**config.mk**
```make
export PLATFORM = sky130hd
export DESIGN_NAME = uirq_core
export DESIGN_NICKNAME = d
export VERILOG_FILES = /design/src/uirq_pkg.sv /design/src/uirq_core.sv
export SDC_FILE = /design/constraint.sdc
export NUM_CORES = 1
export LEC_CHECK = 0
export BUFFER_PORTS_ARGS = -buffer_cell sky130_fd_sc_hd__buf_4
export CORE_MARGIN = 2
export CORE_UTILIZATION = 48
export CTS_CLUSTER_DIAMETER = 200
export CTS_CLUSTER_SIZE = 40
export DETAILED_ROUTE_END_ITERATION = 8
export PLACE_DENSITY = 0.77
export REMOVE_ABC_BUFFERS = 1
export SYNTH_ARGS = -nofsm -noshare
export SYNTH_HDL_FRONTEND = slang
export SYNTH_SLANG_ARGS = --single-unit
```
**constraint.sdc**
```tcl
create_clock -name clk -period 1.35 [get_ports clk]
set_input_delay 0.135 -clock clk [delete_from_list [all_inputs] [get_ports clk]]
set_output_delay 0.135 -clock clk [all_outputs]
set_load 0.02 [all_outputs]
```
**src/uirq_pkg.sv**
```systemverilog
// constants for the uart interrupt and register map block
package uirq_pkg;
  localparam logic [7:0] OFS_DATA = 8'h00;
  localparam logic [7:0] OFS_FIFO_FRAMING_CONTROL = 8'h04;
  localparam logic [7:0] OFS_BAUD = 8'h08;
  localparam logic [7:0] OFS_CTRL = 8'h0c;
  localparam logic [7:0] OFS_STAT = 8'h10;
  localparam logic [7:0] OFS_RAW = 8'h14;
  localparam logic [7:0] OFS_EN = 8'h18;
  localparam logic [7:0] OFS_MIS = 8'h1c;
  localparam logic [7:0] OFS_RES = 8'h20;
  localparam logic [7:0] OFS_EIC = 8'h24;
  localparam logic [7:0] OFS_DMA = 8'h28;
  // irq bit positions: framing, parity, break, overrun, rx, tx, modem, timeout
  localparam int B_FE = 0;
  localparam int B_PE = 1;
  localparam int B_BE = 2;
  localparam int B_OE = 3;
  localparam int B_RX = 4;
  localparam int B_TX = 5;
  localparam int B_MI = 6;
  localparam int B_RT = 7;
  // port_control bits
  localparam int C_EN = 0;
  localparam int C_IR_BLANKING_DISABLE = 1;
  localparam int C_LBE = 2;
  // line_status bits
  localparam int S_RXFE = 0;
  localparam int S_TXFE = 1;
  localparam logic [4:0] RX_HALF = 5'h08;
  localparam logic [31:0] RST_ZERO = 32'h0000_0000;
endpackage

```
**src/uirq_core.sv**
```systemverilog
// uart interrupt aggregation, loopback steering and apb register map
`timescale 1ns/10ps
`default_nettype none
// What this block does
// - enable bit 1 enables, 0 disables source
// - masked status is raw AND enable
// - combined irq ORs all masked bits
// - error irq ORs four masked error bits
// - instance with HAS_MODEM 0 drops modem source
// - error irq is its own output
// - errored character sets raw error bit
// - data error flags cleared only on new character
// - loopback routes outputs back to inputs
// - blanking disable bit 1 off, 0 on
// - registers decoded at fixed word offsets
// - data read returns char and four flags
// - data write takes low byte only
// - modem eoi write clears only modem bit
// - rx irq set at eight, clear at seven
module uirq_core #(
  parameter bit HAS_MODEM = 1'b1
) (
  input wire logic clk,
  input wire logic resetn,
  input wire logic psel,
  input wire logic penable,
  input wire logic pwrite,
  input wire logic [7:0] paddr,
  input wire logic [31:0] pwdata,
  output logic [31:0] prdata,
  output logic pready,
  output logic pslverr,
  input wire logic rx_char_valid,
  input wire logic [7:0] rx_char,
  input wire logic [3:0] rx_char_err,
  input wire logic [4:0] rx_fifo_level,
  input wire logic tx_space_level,
  input wire logic rx_timeout_event,
  input wire logic modem_change_event,
  output logic tx_char_valid,
  output logic [7:0] tx_char,
  output logic rx_char_read,
  input wire logic serial_tx_core,
  input wire logic infrared_tx_core,
  input wire logic serial_in,
  input wire logic infrared_in,
  output logic serial_out,
  output logic infrared_out,
  output logic serial_rx_core,
  output logic infrared_rx_core,
  output logic ir_blanking_on,
  output logic port_enable,
  output logic combined_irq_out,
  output logic error_irq_out
);
  typedef struct packed {
    logic [31:0] rdata;
    logic [11:0] data;
    logic [6:0] fifo_framing_control;
    logic [15:0] baud;
    logic [2:0] ctrl;
    logic [7:0] raw;
    logic [7:0] irq_enable_mask;
    logic [3:0] rx_err;
    logic [1:0] dma;
    logic tx_v;
    logic [7:0] tx_d;
    logic rd_pulse;
    logic irq;
    logic err;
    logic s1a;
    logic s1b;
    logic s2a;
    logic s2b;
  } uirq_state_s;

  uirq_state_s q, d;
  logic access;
  logic wr;
  logic rd_setup;
  logic [7:0] masked_irq_status;
  logic [7:0] src_mask;
  logic [7:0] ev;

  assign access = psel && penable;
  assign wr = access && pwrite;
  // read data is captured in the setup cycle so prdata leaves a flop
  assign rd_setup = psel && !penable && !pwrite;
  // modem source excluded on the instance lacking modem inputs
  assign src_mask = HAS_MODEM ? 8'hff : 8'hbf;

  // one gate per source; the mask keeps unused sources out of both outputs
  for (genvar gi = 0; gi < 8; gi++) begin : g_mask
    assign masked_irq_status[gi] = q.raw[gi] & q.irq_enable_mask[gi] & src_mask[gi];
  end

  always_comb begin
    d = q;
    d.rd_pulse = 1'b0;
    d.tx_v = 1'b0;
    // pin inputs pass two flops before any use
    d.s1a = serial_in;
    d.s1b = q.s1a;
    d.s2a = infrared_in;
    d.s2b = q.s2a;
    // level sources follow the fifo state
    d.raw[uirq_pkg::B_RX] = (rx_fifo_level >= uirq_pkg::RX_HALF);
    d.raw[uirq_pkg::B_TX] = tx_space_level;
    ev = '0;
    ev[uirq_pkg::B_RT] = rx_timeout_event;
    ev[uirq_pkg::B_MI] = modem_change_event & HAS_MODEM;

    if (rx_char_valid) begin
      // new character replaces flags; reads never clear them
      d.data = {rx_char_err, rx_char};
      // flags come as {break, overrun, parity, framing}; raw bits use their own order
      ev[uirq_pkg::B_FE] = rx_char_err[0];
      ev[uirq_pkg::B_PE] = rx_char_err[1];
      ev[uirq_pkg::B_OE] = rx_char_err[2];
      ev[uirq_pkg::B_BE] = rx_char_err[3];
      d.rx_err = q.rx_err | rx_char_err;
    end
    if (wr) begin
      case (paddr)
        uirq_pkg::OFS_DATA: begin
          d.tx_v = 1'b1;
          d.tx_d = pwdata[7:0];
        end
        uirq_pkg::OFS_FIFO_FRAMING_CONTROL: d.fifo_framing_control = pwdata[6:0];
        uirq_pkg::OFS_BAUD: d.baud = pwdata[15:0];
        uirq_pkg::OFS_CTRL: d.ctrl = pwdata[2:0];
        uirq_pkg::OFS_RAW: d.raw[uirq_pkg::B_MI] = 1'b0;
        uirq_pkg::OFS_EN: d.irq_enable_mask = pwdata[7:0];
        uirq_pkg::OFS_RES: d.rx_err = 4'h0;
        uirq_pkg::OFS_EIC: begin
          d.raw[3:0] = q.raw[3:0] & ~pwdata[3:0];
          d.rx_err = 4'h0;
        end
        uirq_pkg::OFS_DMA: d.dma = pwdata[1:0];
        default: d.dma = d.dma; // masked status and unmapped: no effect
      endcase
    end
    // set wins over clear for event bits
    d.raw[uirq_pkg::B_RT] = d.raw[uirq_pkg::B_RT] | ev[uirq_pkg::B_RT];
    d.raw[uirq_pkg::B_MI] = d.raw[uirq_pkg::B_MI] | ev[uirq_pkg::B_MI];
    d.raw[3:0] = d.raw[3:0] | ev[3:0];
    d.rx_err = d.rx_err | (rx_char_valid ? rx_char_err : 4'h0);

    // a source moving during the access cycle shows on the next read
    d.rd_pulse = access && !pwrite && (paddr == uirq_pkg::OFS_DATA);
    if (rd_setup) begin
      case (paddr)
        uirq_pkg::OFS_DATA: d.rdata = {20'h0, q.data};
        uirq_pkg::OFS_FIFO_FRAMING_CONTROL: d.rdata = {25'h0, q.fifo_framing_control};
        uirq_pkg::OFS_BAUD: d.rdata = {16'h0, q.baud};
        uirq_pkg::OFS_CTRL: d.rdata = {29'h0, q.ctrl};
        uirq_pkg::OFS_STAT: d.rdata = {30'h0, tx_space_level, rx_fifo_level == 5'h00};
        uirq_pkg::OFS_RAW: d.rdata = {24'h0, q.raw};
        uirq_pkg::OFS_EN: d.rdata = {24'h0, q.irq_enable_mask};
        uirq_pkg::OFS_MIS: d.rdata = {24'h0, masked_irq_status};
        uirq_pkg::OFS_RES: d.rdata = {28'h0, q.rx_err};
        uirq_pkg::OFS_DMA: d.rdata = {30'h0, q.dma};
        default: d.rdata = uirq_pkg::RST_ZERO;
      endcase
    end
    d.irq = |masked_irq_status;
    d.err = |masked_irq_status[3:0];
  end

  always_ff @(posedge clk) begin
    if (!resetn) begin
      q <= '0;
    end else begin
      q <= d;
    end
  end

  // zero wait states: the word captured at setup stands through the access cycle
  assign prdata = q.rdata;
  assign pready = 1'b1;
  assign pslverr = 1'b0;
  assign tx_char_valid = q.tx_v;
  assign tx_char = q.tx_d;
  assign rx_char_read = q.rd_pulse;
  assign port_enable = q.ctrl[uirq_pkg::C_EN];
  assign ir_blanking_on = ~q.ctrl[uirq_pkg::C_IR_BLANKING_DISABLE];
  // loopback: drivers return to receiver, serial line held idle high, infrared line held low
  assign serial_rx_core = q.ctrl[uirq_pkg::C_LBE] ? serial_tx_core : q.s1b;
  assign infrared_rx_core = q.ctrl[uirq_pkg::C_LBE] ? infrared_tx_core : q.s2b;
  assign serial_out = q.ctrl[uirq_pkg::C_LBE] ? 1'b1 : serial_tx_core;
  assign infrared_out = q.ctrl[uirq_pkg::C_LBE] ? 1'b0 : infrared_tx_core;
  assign combined_irq_out = q.irq;
  assign error_irq_out = q.err;

  a_mask_and: assert property (@(posedge clk) disable iff (!resetn)
    (paddr == uirq_pkg::OFS_MIS && access && !pwrite) |->
      prdata[7:0] == $past(masked_irq_status))
    else $error("masked status mismatch");
  a_irq_level: assert property (@(posedge clk) disable iff (!resetn)
    $past(resetn) |-> combined_irq_out == |$past(masked_irq_status))
    else $error("combined irq wrong");
  a_err_level: assert property (@(posedge clk) disable iff (!resetn)
    $past(resetn) |-> error_irq_out == |$past(masked_irq_status[3:0]))
    else $error("error irq wrong");
  a_modem_out: assert property (@(posedge clk) disable iff (!resetn)
    !HAS_MODEM |-> !masked_irq_status[uirq_pkg::B_MI])
    else $error("modem source leaked");
  a_err_set: assert property (@(posedge clk) disable iff (!resetn)
    (rx_char_valid && rx_char_err[0]) |=> q.raw[uirq_pkg::B_FE])
    else $error("framing bit not set");
  a_flag_keep: assert property (@(posedge clk) disable iff (!resetn)
    !rx_char_valid |=> q.data == $past(q.data))
    else $error("data flags changed without char");
  a_loop_path: assert property (@(posedge clk) disable iff (!resetn)
    q.ctrl[uirq_pkg::C_LBE] |-> serial_rx_core == serial_tx_core)
    else $error("loopback not routed");
  a_eoi_only: assert property (@(posedge clk) disable iff (!resetn)
    (wr && paddr == uirq_pkg::OFS_RAW && !rx_char_valid && !modem_change_event
      && !rx_timeout_event) |=> !q.raw[uirq_pkg::B_MI] && q.raw[3:0] == $past(q.raw[3:0]))
    else $error("eoi touched other bits");
  a_rx_half: assert property (@(posedge clk) disable iff (!resetn)
    $past(resetn) |-> q.raw[uirq_pkg::B_RX] == ($past(rx_fifo_level) >= uirq_pkg::RX_HALF))
    else $error("rx level irq wrong");
  a_reset_low: assert property (@(posedge clk)
    !$past(resetn) |-> !combined_irq_out && !error_irq_out)
    else $error("irq high after reset");

  // enables and masking
  a_en_write: assert property (@(posedge clk) disable iff (!resetn)
    (wr && paddr == uirq_pkg::OFS_EN)
      |=> q.irq_enable_mask == $past(pwdata[7:0]))
    else $error("enable write lost");

  a_en_read: assert property (@(posedge clk) disable iff (!resetn)
    (access && !pwrite && paddr == uirq_pkg::OFS_EN)
      |-> prdata[7:0] == q.irq_enable_mask)
    else $error("enable readback wrong");

  a_mask_off: assert property (@(posedge clk) disable iff (!resetn)
    (q.irq_enable_mask == 8'h00)
      |-> masked_irq_status == 8'h00)
    else $error("disabled source visible");

  a_tx_level: assert property (@(posedge clk) disable iff (!resetn)
    $past(resetn)
      |-> q.raw[uirq_pkg::B_TX] == $past(tx_space_level))
    else $error("tx level irq wrong");

  a_rt_set: assert property (@(posedge clk) disable iff (!resetn)
    rx_timeout_event
      |=> q.raw[uirq_pkg::B_RT])
    else $error("timeout bit not set");

  a_raw_read: assert property (@(posedge clk) disable iff (!resetn)
    (access && !pwrite && paddr == uirq_pkg::OFS_RAW)
      |-> prdata[7:0] == $past(q.raw))
    else $error("raw readback wrong");

  // output lines
  a_err_sub: assert property (@(posedge clk) disable iff (!resetn)
    error_irq_out
      |-> combined_irq_out)
    else $error("error irq without combined irq");

  a_err_only: assert property (@(posedge clk) disable iff (!resetn)
    (masked_irq_status[7:4] != 4'h0 && masked_irq_status[3:0] == 4'h0)
      |=> combined_irq_out && !error_irq_out)
    else $error("error irq follows non-error source");

  a_modem_raw: assert property (@(posedge clk) disable iff (!resetn)
    !HAS_MODEM
      |-> !q.raw[uirq_pkg::B_MI])
    else $error("modem raw bit set");

  // error capture, each flag to its own raw bit
  a_par_set: assert property (@(posedge clk) disable iff (!resetn)
    (rx_char_valid && rx_char_err[1])
      |=> q.raw[uirq_pkg::B_PE])
    else $error("parity bit not set");

  a_ovr_set: assert property (@(posedge clk) disable iff (!resetn)
    (rx_char_valid && rx_char_err[2])
      |=> q.raw[uirq_pkg::B_OE])
    else $error("overrun bit not set");

  a_brk_set: assert property (@(posedge clk) disable iff (!resetn)
    (rx_char_valid && rx_char_err[3])
      |=> q.raw[uirq_pkg::B_BE])
    else $error("break bit not set");

  a_eic_clear: assert property (@(posedge clk) disable iff (!resetn)
    (wr && paddr == uirq_pkg::OFS_EIC && !rx_char_valid)
      |=> (q.raw[3:0] & $past(pwdata[3:0])) == 4'h0)
    else $error("error clear ignored");

  a_flag_load: assert property (@(posedge clk) disable iff (!resetn)
    rx_char_valid
      |=> q.data == $past({rx_char_err, rx_char}))
    else $error("character not captured");

  // loopback and pins
  a_loop_ir: assert property (@(posedge clk) disable iff (!resetn)
    q.ctrl[uirq_pkg::C_LBE]
      |-> infrared_rx_core == infrared_tx_core)
    else $error("infrared loopback not routed");

  a_pin_path: assert property (@(posedge clk) disable iff (!resetn)
    ($past(resetn) && $past(resetn, 2) && !q.ctrl[uirq_pkg::C_LBE])
      |-> serial_rx_core == $past(serial_in, 2))
    else $error("receiver not fed from pin");

  a_out_loop: assert property (@(posedge clk) disable iff (!resetn)
    q.ctrl[uirq_pkg::C_LBE]
      |-> serial_out && !infrared_out)
    else $error("pins not idle in loopback");

  a_out_norm: assert property (@(posedge clk) disable iff (!resetn)
    !q.ctrl[uirq_pkg::C_LBE]
      |-> serial_out == serial_tx_core && infrared_out == infrared_tx_core)
    else $error("pins not driven by transmitter");

  a_blank_set: assert property (@(posedge clk) disable iff (!resetn)
    (wr && paddr == uirq_pkg::OFS_CTRL)
      |=> ir_blanking_on == !$past(pwdata[uirq_pkg::C_IR_BLANKING_DISABLE]))
    else $error("blanking control wrong");

  // register map
  a_ctrl_en: assert property (@(posedge clk) disable iff (!resetn)
    (wr && paddr == uirq_pkg::OFS_CTRL)
      |=> port_enable == $past(pwdata[uirq_pkg::C_EN]))
    else $error("port enable not written");

  a_unmapped: assert property (@(posedge clk) disable iff (!resetn)
    (access && !pwrite && paddr > uirq_pkg::OFS_DMA)
      |-> prdata == uirq_pkg::RST_ZERO)
    else $error("reserved offset not zero");

  a_res_read: assert property (@(posedge clk) disable iff (!resetn)
    (access && !pwrite && paddr == uirq_pkg::OFS_RES)
      |-> prdata[31:4] == 28'h0)
    else $error("error status upper bits set");

  a_stat_read: assert property (@(posedge clk) disable iff (!resetn)
    (access && !pwrite && paddr == uirq_pkg::OFS_STAT)
      |-> prdata[31:2] == 30'h0)
    else $error("status upper bits set");

  a_data_high: assert property (@(posedge clk) disable iff (!resetn)
    (access && !pwrite && paddr == uirq_pkg::OFS_DATA)
      |-> prdata[31:12] == 20'h0)
    else $error("data upper bits set");

  a_data_read: assert property (@(posedge clk) disable iff (!resetn)
    (access && !pwrite && paddr == uirq_pkg::OFS_DATA)
      |-> prdata[11:0] == $past(q.data))
    else $error("data readback wrong");

  a_rd_pulse: assert property (@(posedge clk) disable iff (!resetn)
    (access && !pwrite && paddr == uirq_pkg::OFS_DATA)
      |=> rx_char_read)
    else $error("read pulse missing");

  a_tx_low: assert property (@(posedge clk) disable iff (!resetn)
    (wr && paddr == uirq_pkg::OFS_DATA)
      |=> tx_char_valid && tx_char == $past(pwdata[7:0]))
    else $error("transmit byte wrong");

  a_mi_set: assert property (@(posedge clk) disable iff (!resetn)
    (modem_change_event && HAS_MODEM)
      |=> q.raw[uirq_pkg::B_MI])
    else $error("modem bit not set");

  a_mis_ro: assert property (@(posedge clk) disable iff (!resetn)
    (wr && paddr == uirq_pkg::OFS_MIS)
      |=> q.irq_enable_mask == $past(q.irq_enable_mask))
    else $error("masked status write took effect");
endmodule
`default_nettype wire

```
* Yosys cells after proc, flatten, opt, wreduce, memory -nomap -nowiden *
Index checks and enable logic that the tools add are counted.

word-level totals
  word-level logic and storage cells = 81
  register bits after elaboration = 108
  output and inout port bits = 52

operators by class
  order comparisons = 1
  reductions and logical operators = 20
  equality and inequality tests = 10
  mux-type cells = 16
  bitwise operators = 16

operator list
  cell                                                                                  count
  16-bit case mux with 10 select lines                                                  1
  8-bit by 5-bit == test with 1-bit output (second input constant)                      4
  27-bit 2-to-1 mux                                                                     1
  8-bit by 6-bit == test with 1-bit output (second input constant)                      3
  4-bit 2-to-1 mux                                                                      5
  8-bit by 4-bit == test with 1-bit output (second input constant)                      2
  2-bit AND reduction                                                                   7
  4-bit bitwise OR                                                                      3
  9-bit 2-to-1 mux                                                                      1
  1-bit bitwise AND                                                                     8
  8-bit by 3-bit == test with 1-bit output (second input constant)                      1
  8-bit zero test                                                                       1
  8-bit 2-to-1 mux                                                                      1
  8-bit OR reduction                                                                    1
  1-bit logical AND                                                                     6
  1-bit 2-to-1 mux                                                                      6
  5-bit by 4-bit greater-or-equal comparator with 1-bit output (second input constant)  1
  5-bit zero test                                                                       1
  4-bit bitwise AND                                                                     1
  4-bit inverter                                                                        1
  4-bit OR reduction                                                                    1
  1-bit zero test                                                                       2
  2-bit 2-to-1 mux                                                                      1
  1-bit bitwise OR                                                                      2
  2 further kinds                                                                       2

* Logic depth before layout (Yosys ltp) *
  depth in word-level cells = 5
  depth in mapped cells = 7

* Worst setup path after synthesis *
Ideal clock, no wire load.

  path kind = register -> register
  start point = register q[32] (netlist bit)
  end point = register q, in the netlist prdata[2]
  stages on the path, launching flop included = 6
  arrival = 1.317 ns
  required time = 1.233 ns
  buffers on the path = 0
  path slack = -0.084 ns
  cell sequence = dfxtp_1 and2_1 mux4_2 a31o_2 a22oi_1 o21ai_1

on the way
  longest elaborated chain between the ends = 2

RTL lines
  item                                      RTL line          RTL
  start, declared                           uirq_core.sv:77   uirq_state_s q, d;
  start signal, assigned                    uirq_core.sv:172  q <= '0;
  start signal, assigned                    uirq_core.sv:174  q <= d;
  1-bit bitwise AND                         uirq_core.sv:94   assign masked_irq_status[gi] = q.raw[gi] & q.irq_enable_mask[gi] & src_mask[gi];
  16-bit case mux with 10 select lines (*)  uirq_core.sv:152  case (paddr)

Every way passes the cells marked *; elsewhere a longest branch is shown, timed or not.
A chain may end at the register's enable or synchronous reset.

* Worst setup path in the final report *
Ends and elaborated chain as after synthesis.

==> impl_table.tex <==
\begin{tabular}{lr}
\hline
Metric & Value \\
\hline
\multicolumn{2}{l}{\textbf{Floorplan}} \\
Count of standard-cell rows & 35 \\
I/O pin total & 122 \\
Die Height & 101 um \\
Die boundary width & around 100 um \\
Core Area & around 0.0092 mm2 \\
Die Footprint & 0.0101 mm2 \\
Starting Density & 0.491 \\
\multicolumn{2}{l}{\textbf{Synthesis}} \\
Mean instance size in the synthesized netlist & a little over 9 um2 \\
Share of the synthesized area in the top cell type & 0.410 \\
Top cells by area, synth & dfxtp\_1 (41\%), mux2i\_1 (9.4\%), buf\_4 (7.4\%) \\
Share of synthesized area occupied by flip-flops and latches & 0.410 \\
Count of warnings emitted by yosys & 0 \\
Dominant synthesized flop cell & dfxtp\_1 \\
Number of distinct standard cells referenced by the synthesized netlist & 58 \\
Yosys top cell by area & dfxtp\_1 \\
Number of synthesized register bits & between 90 and 100 \\
Synthesized area & $\sim$0.0045 mm2 \\
Fraction of registers with async set or reset after synthesis & 0 \\
Synthesized netlist cell count & 490 \\
Number of enable flip-flop cells after synthesis & 0 \\
\multicolumn{2}{l}{\textbf{Power}} \\
Total power of the final layout & roughly 5400 uW \\
P\_leak & about 0.0023 uW \\
Power per standard cell area & between 900 and 1000 mW/mm2 \\
Worst IR drop on VDD & approximately 0.55 mV \\
\multicolumn{2}{l}{\textbf{Global routing}} \\
Antenna violations before repair & 0 \\
Maximum number of pins on one net before global-route repair & between 40 and 50 \\
First-pass GRT wire length & 18,100 um \\
Gr ovfl total & 0 \\
GRT Total Usage & 0.230 \\
Vias in the first global route & $\sim$3,700 \\
\multicolumn{2}{l}{\textbf{Layout}} \\
Number of nets in the layout & 659 \\
Most used cells in the layout excluding fill and tap cells & buf\_4 (128), dfxtp\_1 (89), nand2\_1 (66) \\
Number of antenna diodes & 0 \\
Most common cell after layout, fill and taps aside & buf\_4 \\
Post-route design area & $\sim$0.0056 mm2 \\
Area Overhead vs Synth & 25.2\% \\
Ratio of cells with drive above 1 in the final layout & 0.303 \\
\multicolumn{2}{l}{\textbf{Critical path}} \\
Family of cells with the greatest summed delay on the critical path & compound AO/OA/AOI/OAI gates \\
Cells along the critical path & and2\_4 > mux4\_2 > a31o\_4 > a22oi\_2 > o21ai\_1 \\
Kind of end point of the critical path & register \\
Critical path class & register to register \\
Arrival time at the worst endpoint & 1.76 ns \\
Maximum fanout count along the critical path & 2 \\
Register-to-Register Setup Slack & -0.16 ns \\
Capturing point of the worst reg2reg path & prdata[2]\$\_SDFFE\_PN0P\_ \\
Worst EP required & 1.60 ns \\
CP startpoint kind & register \\
Delay of the slowest cell on the worst path & around 0.46 ns \\
Cells on worst reg2reg path & 5 \\
Slowest stage cell on the critical path & mux4\_2 \\
Source of the worst register-to-register timing path & q[32]\$\_SDFF\_PN0\_ \\
Count of buffering cells on the critical path with inverters included & 0 \\
\multicolumn{2}{l}{\textbf{Outcome}} \\
Violated checks & negative setup slack \\
Outcome & complete, but fails checks \\
\multicolumn{2}{l}{\textbf{Route}} \\
Count of antenna-violating nets left after detailed routing & 0 \\
Final WL & 11,300 um \\
Wire length per cell after detailed routing & between 15 and 20 um \\
Detailed-route via count & 3,760 \\
Total DRC errors in the routed layout & 0 \\
Number of violations reported at the end of detailed-routing iteration 0 & 246 \\
Avg Vias per Cell & 5.33 \\
Router iterations before antenna repair & 5 \\
\multicolumn{2}{l}{\textbf{Worst hold path}} \\
Hold/Removal Path Class & primary input to register \\
Cell depth of the worst hold path & 3 \\
End point of the worst hold path & q[49]\$\_SDFFE\_PN0P\_ \\
Startpoint of the most critical hold path & pwdata[8] \\
\multicolumn{2}{l}{\textbf{CTS}} \\
CTS sink count & approximately 90 \\
Clock insertion delay at the later pin of the skew report & around 0.36 ns \\
CTS tree & yes \\
Clk root buf & clkbuf\_8 \\
Number of buffers on the longest clock path & 2 \\
CTS H-tree lvls & 3 \\
Clk slew on worst S/H paths & roughly 0.1 ns \\
Number of buffers created by CTS & 9 \\
\multicolumn{2}{l}{\textbf{STA}} \\
Hold violation count in the final report & 0 \\
Unrepaired setup endpoints after global routing & yes \\
Number of pins exceeding their max-slew limit in the final report & 0 \\
Final worst-path cycle share & 1.12 \\
Max Clock Skew & 0.00833 ns \\
Post-layout min period & around 1.5 ns \\
Worst-case setup margin in the final layout & -0.156 ns \\
Timing-limited maximum frequency & approximately 660 MHz \\
Setup Viol. Count Final & 3 \\
\multicolumn{2}{l}{\textbf{Placed design}} \\
Post-detailed-placement half-perimeter wirelength & about 8400 um \\
Placed inst area & around 0.0053 mm2 \\
Final weighted congestion of routability-driven global placement & just under 0.9 \\
Number of buffers inserted by port buffering & between 80 and 90 \\
\multicolumn{2}{l}{\textbf{Job}} \\
Maximum capacitance violations & 0 \\
\hline
\end{tabular}
[tightest hold or removal path, stage by stage]
cell      delay, ns
buf_4          0.11
nand2_1        0.04
a21boi_1       0.05
[through the flow]
step	setup slack (ns)	hold slack [ns]	TNS, ns	std cells	util
floorplan	-0.0842	0.245	-0.549	437	-
global placement	-0.215	0.332	-6.78	683	0.578
detailed placement	-0.249	0.338	-8.41	683	0.578
CTS	-0.154	0.00585	-0.277	705	0.611
global route	-0.210	0.00192	-0.397	705	0.615
finish	-0.156	0.0112	-0.276	705	0.615
[state kept, by name, indices dropped and copies added, names as in the netlist, 2 cells and up]
register  flops
q            61
tx_char       8
prdata       16
d             2
[cell families after synthesis]
family,Yosys count,synth area share
other cells,2,0.00167
mux,48,0.111
simple gates,180,0.228
flops,92,0.410
compound gates,92,0.142
buf+inv,76,0.107
[layer usage]
layer	global-route usage	wire (um)	part of all wire	vias up
li1	-	-	-	1819
met1	0.299	5060	0.45	1790
met2	0.378	5320	0.47	132
met3	0.0506	713	0.063	19
met4	0.0790	212	0.019	0
met5	0	0	0	-
[layout make-up]
type	count	area, um2
fill	749	3530
multi-input combinational	338	2280
sequential	92	1850
timing repair buffer	141	1130
clock buffer	12	155
tap	111	139
clock inverter	4	56.3
inverter	7	26.3
[synth_stat cells, types with 2 or more instances]
| library cell | n |
|---|---|
| a21boi_0 | 18 |
| a21boi_1 | 10 |
| a21oi_1 | 5 |
| a22oi_1 | 14 |
| a32oi_1 | 2 |
| and2_1 | 16 |
| and3_1 | 4 |
| buf_2 | 7 |
| buf_4 | 44 |
| buf_6 | 3 |
| clkbuf_1 | 15 |
| conb_1 | 2 |
| dfxtp_1 | 92 |
| inv_1 | 7 |
| mux2_2 | 5 |
| mux2i_1 | 42 |
| nand2_1 | 66 |
| nand2_2 | 2 |
| nand2b_1 | 6 |
| nand3_1 | 5 |
| nand3b_1 | 3 |
| nand4_1 | 2 |
| nor2_1 | 11 |
| nor2_4 | 2 |
| nor2b_1 | 44 |
| nor3_1 | 4 |
| nor4_4 | 3 |
| o21a_1 | 2 |
| o21ai_0 | 21 |
| o22a_1 | 2 |
| o22ai_1 | 4 |
[report_power, final]
group	leakage, uW	switching, uW	internal (uW)
clock	0.000101	993	972
sequential	0.000749	33.6	2760
combinational	0.00146	308	287
total	0.00231	1330	4020
[worst max-delay path by stage]
stage	cells past startpoint	to	from	slack, ns
floorplan	5	prdata[2]$_SDFFE_PN0P_	q[32]$_SDFF_PN0_	-0.08
global placement	8	prdata[0]$_SDFFE_PN0P_	paddr[1]	-0.22
global route	5	prdata[2]$_SDFFE_PN0P_	q[32]$_SDFF_PN0_	-0.21
detailed placement	7	prdata[1]$_SDFFE_PN0P_	paddr[2]	-0.25
finish	5	prdata[2]$_SDFFE_PN0P_	q[32]$_SDFF_PN0_	-0.16
CTS	5	prdata[2]$_SDFFE_PN0P_	q[32]$_SDFF_PN0_	-0.15
[what timing repair did]
action                                 CTS  global route
hold buffers                             6             0
endpoints found under the hold margin    6             0
resized for setup                       11             6
pin swaps                                0             1
setup endpoints to repair                4             6
buffers inserted                         0             0
Power figures use the tool's default switching activity.
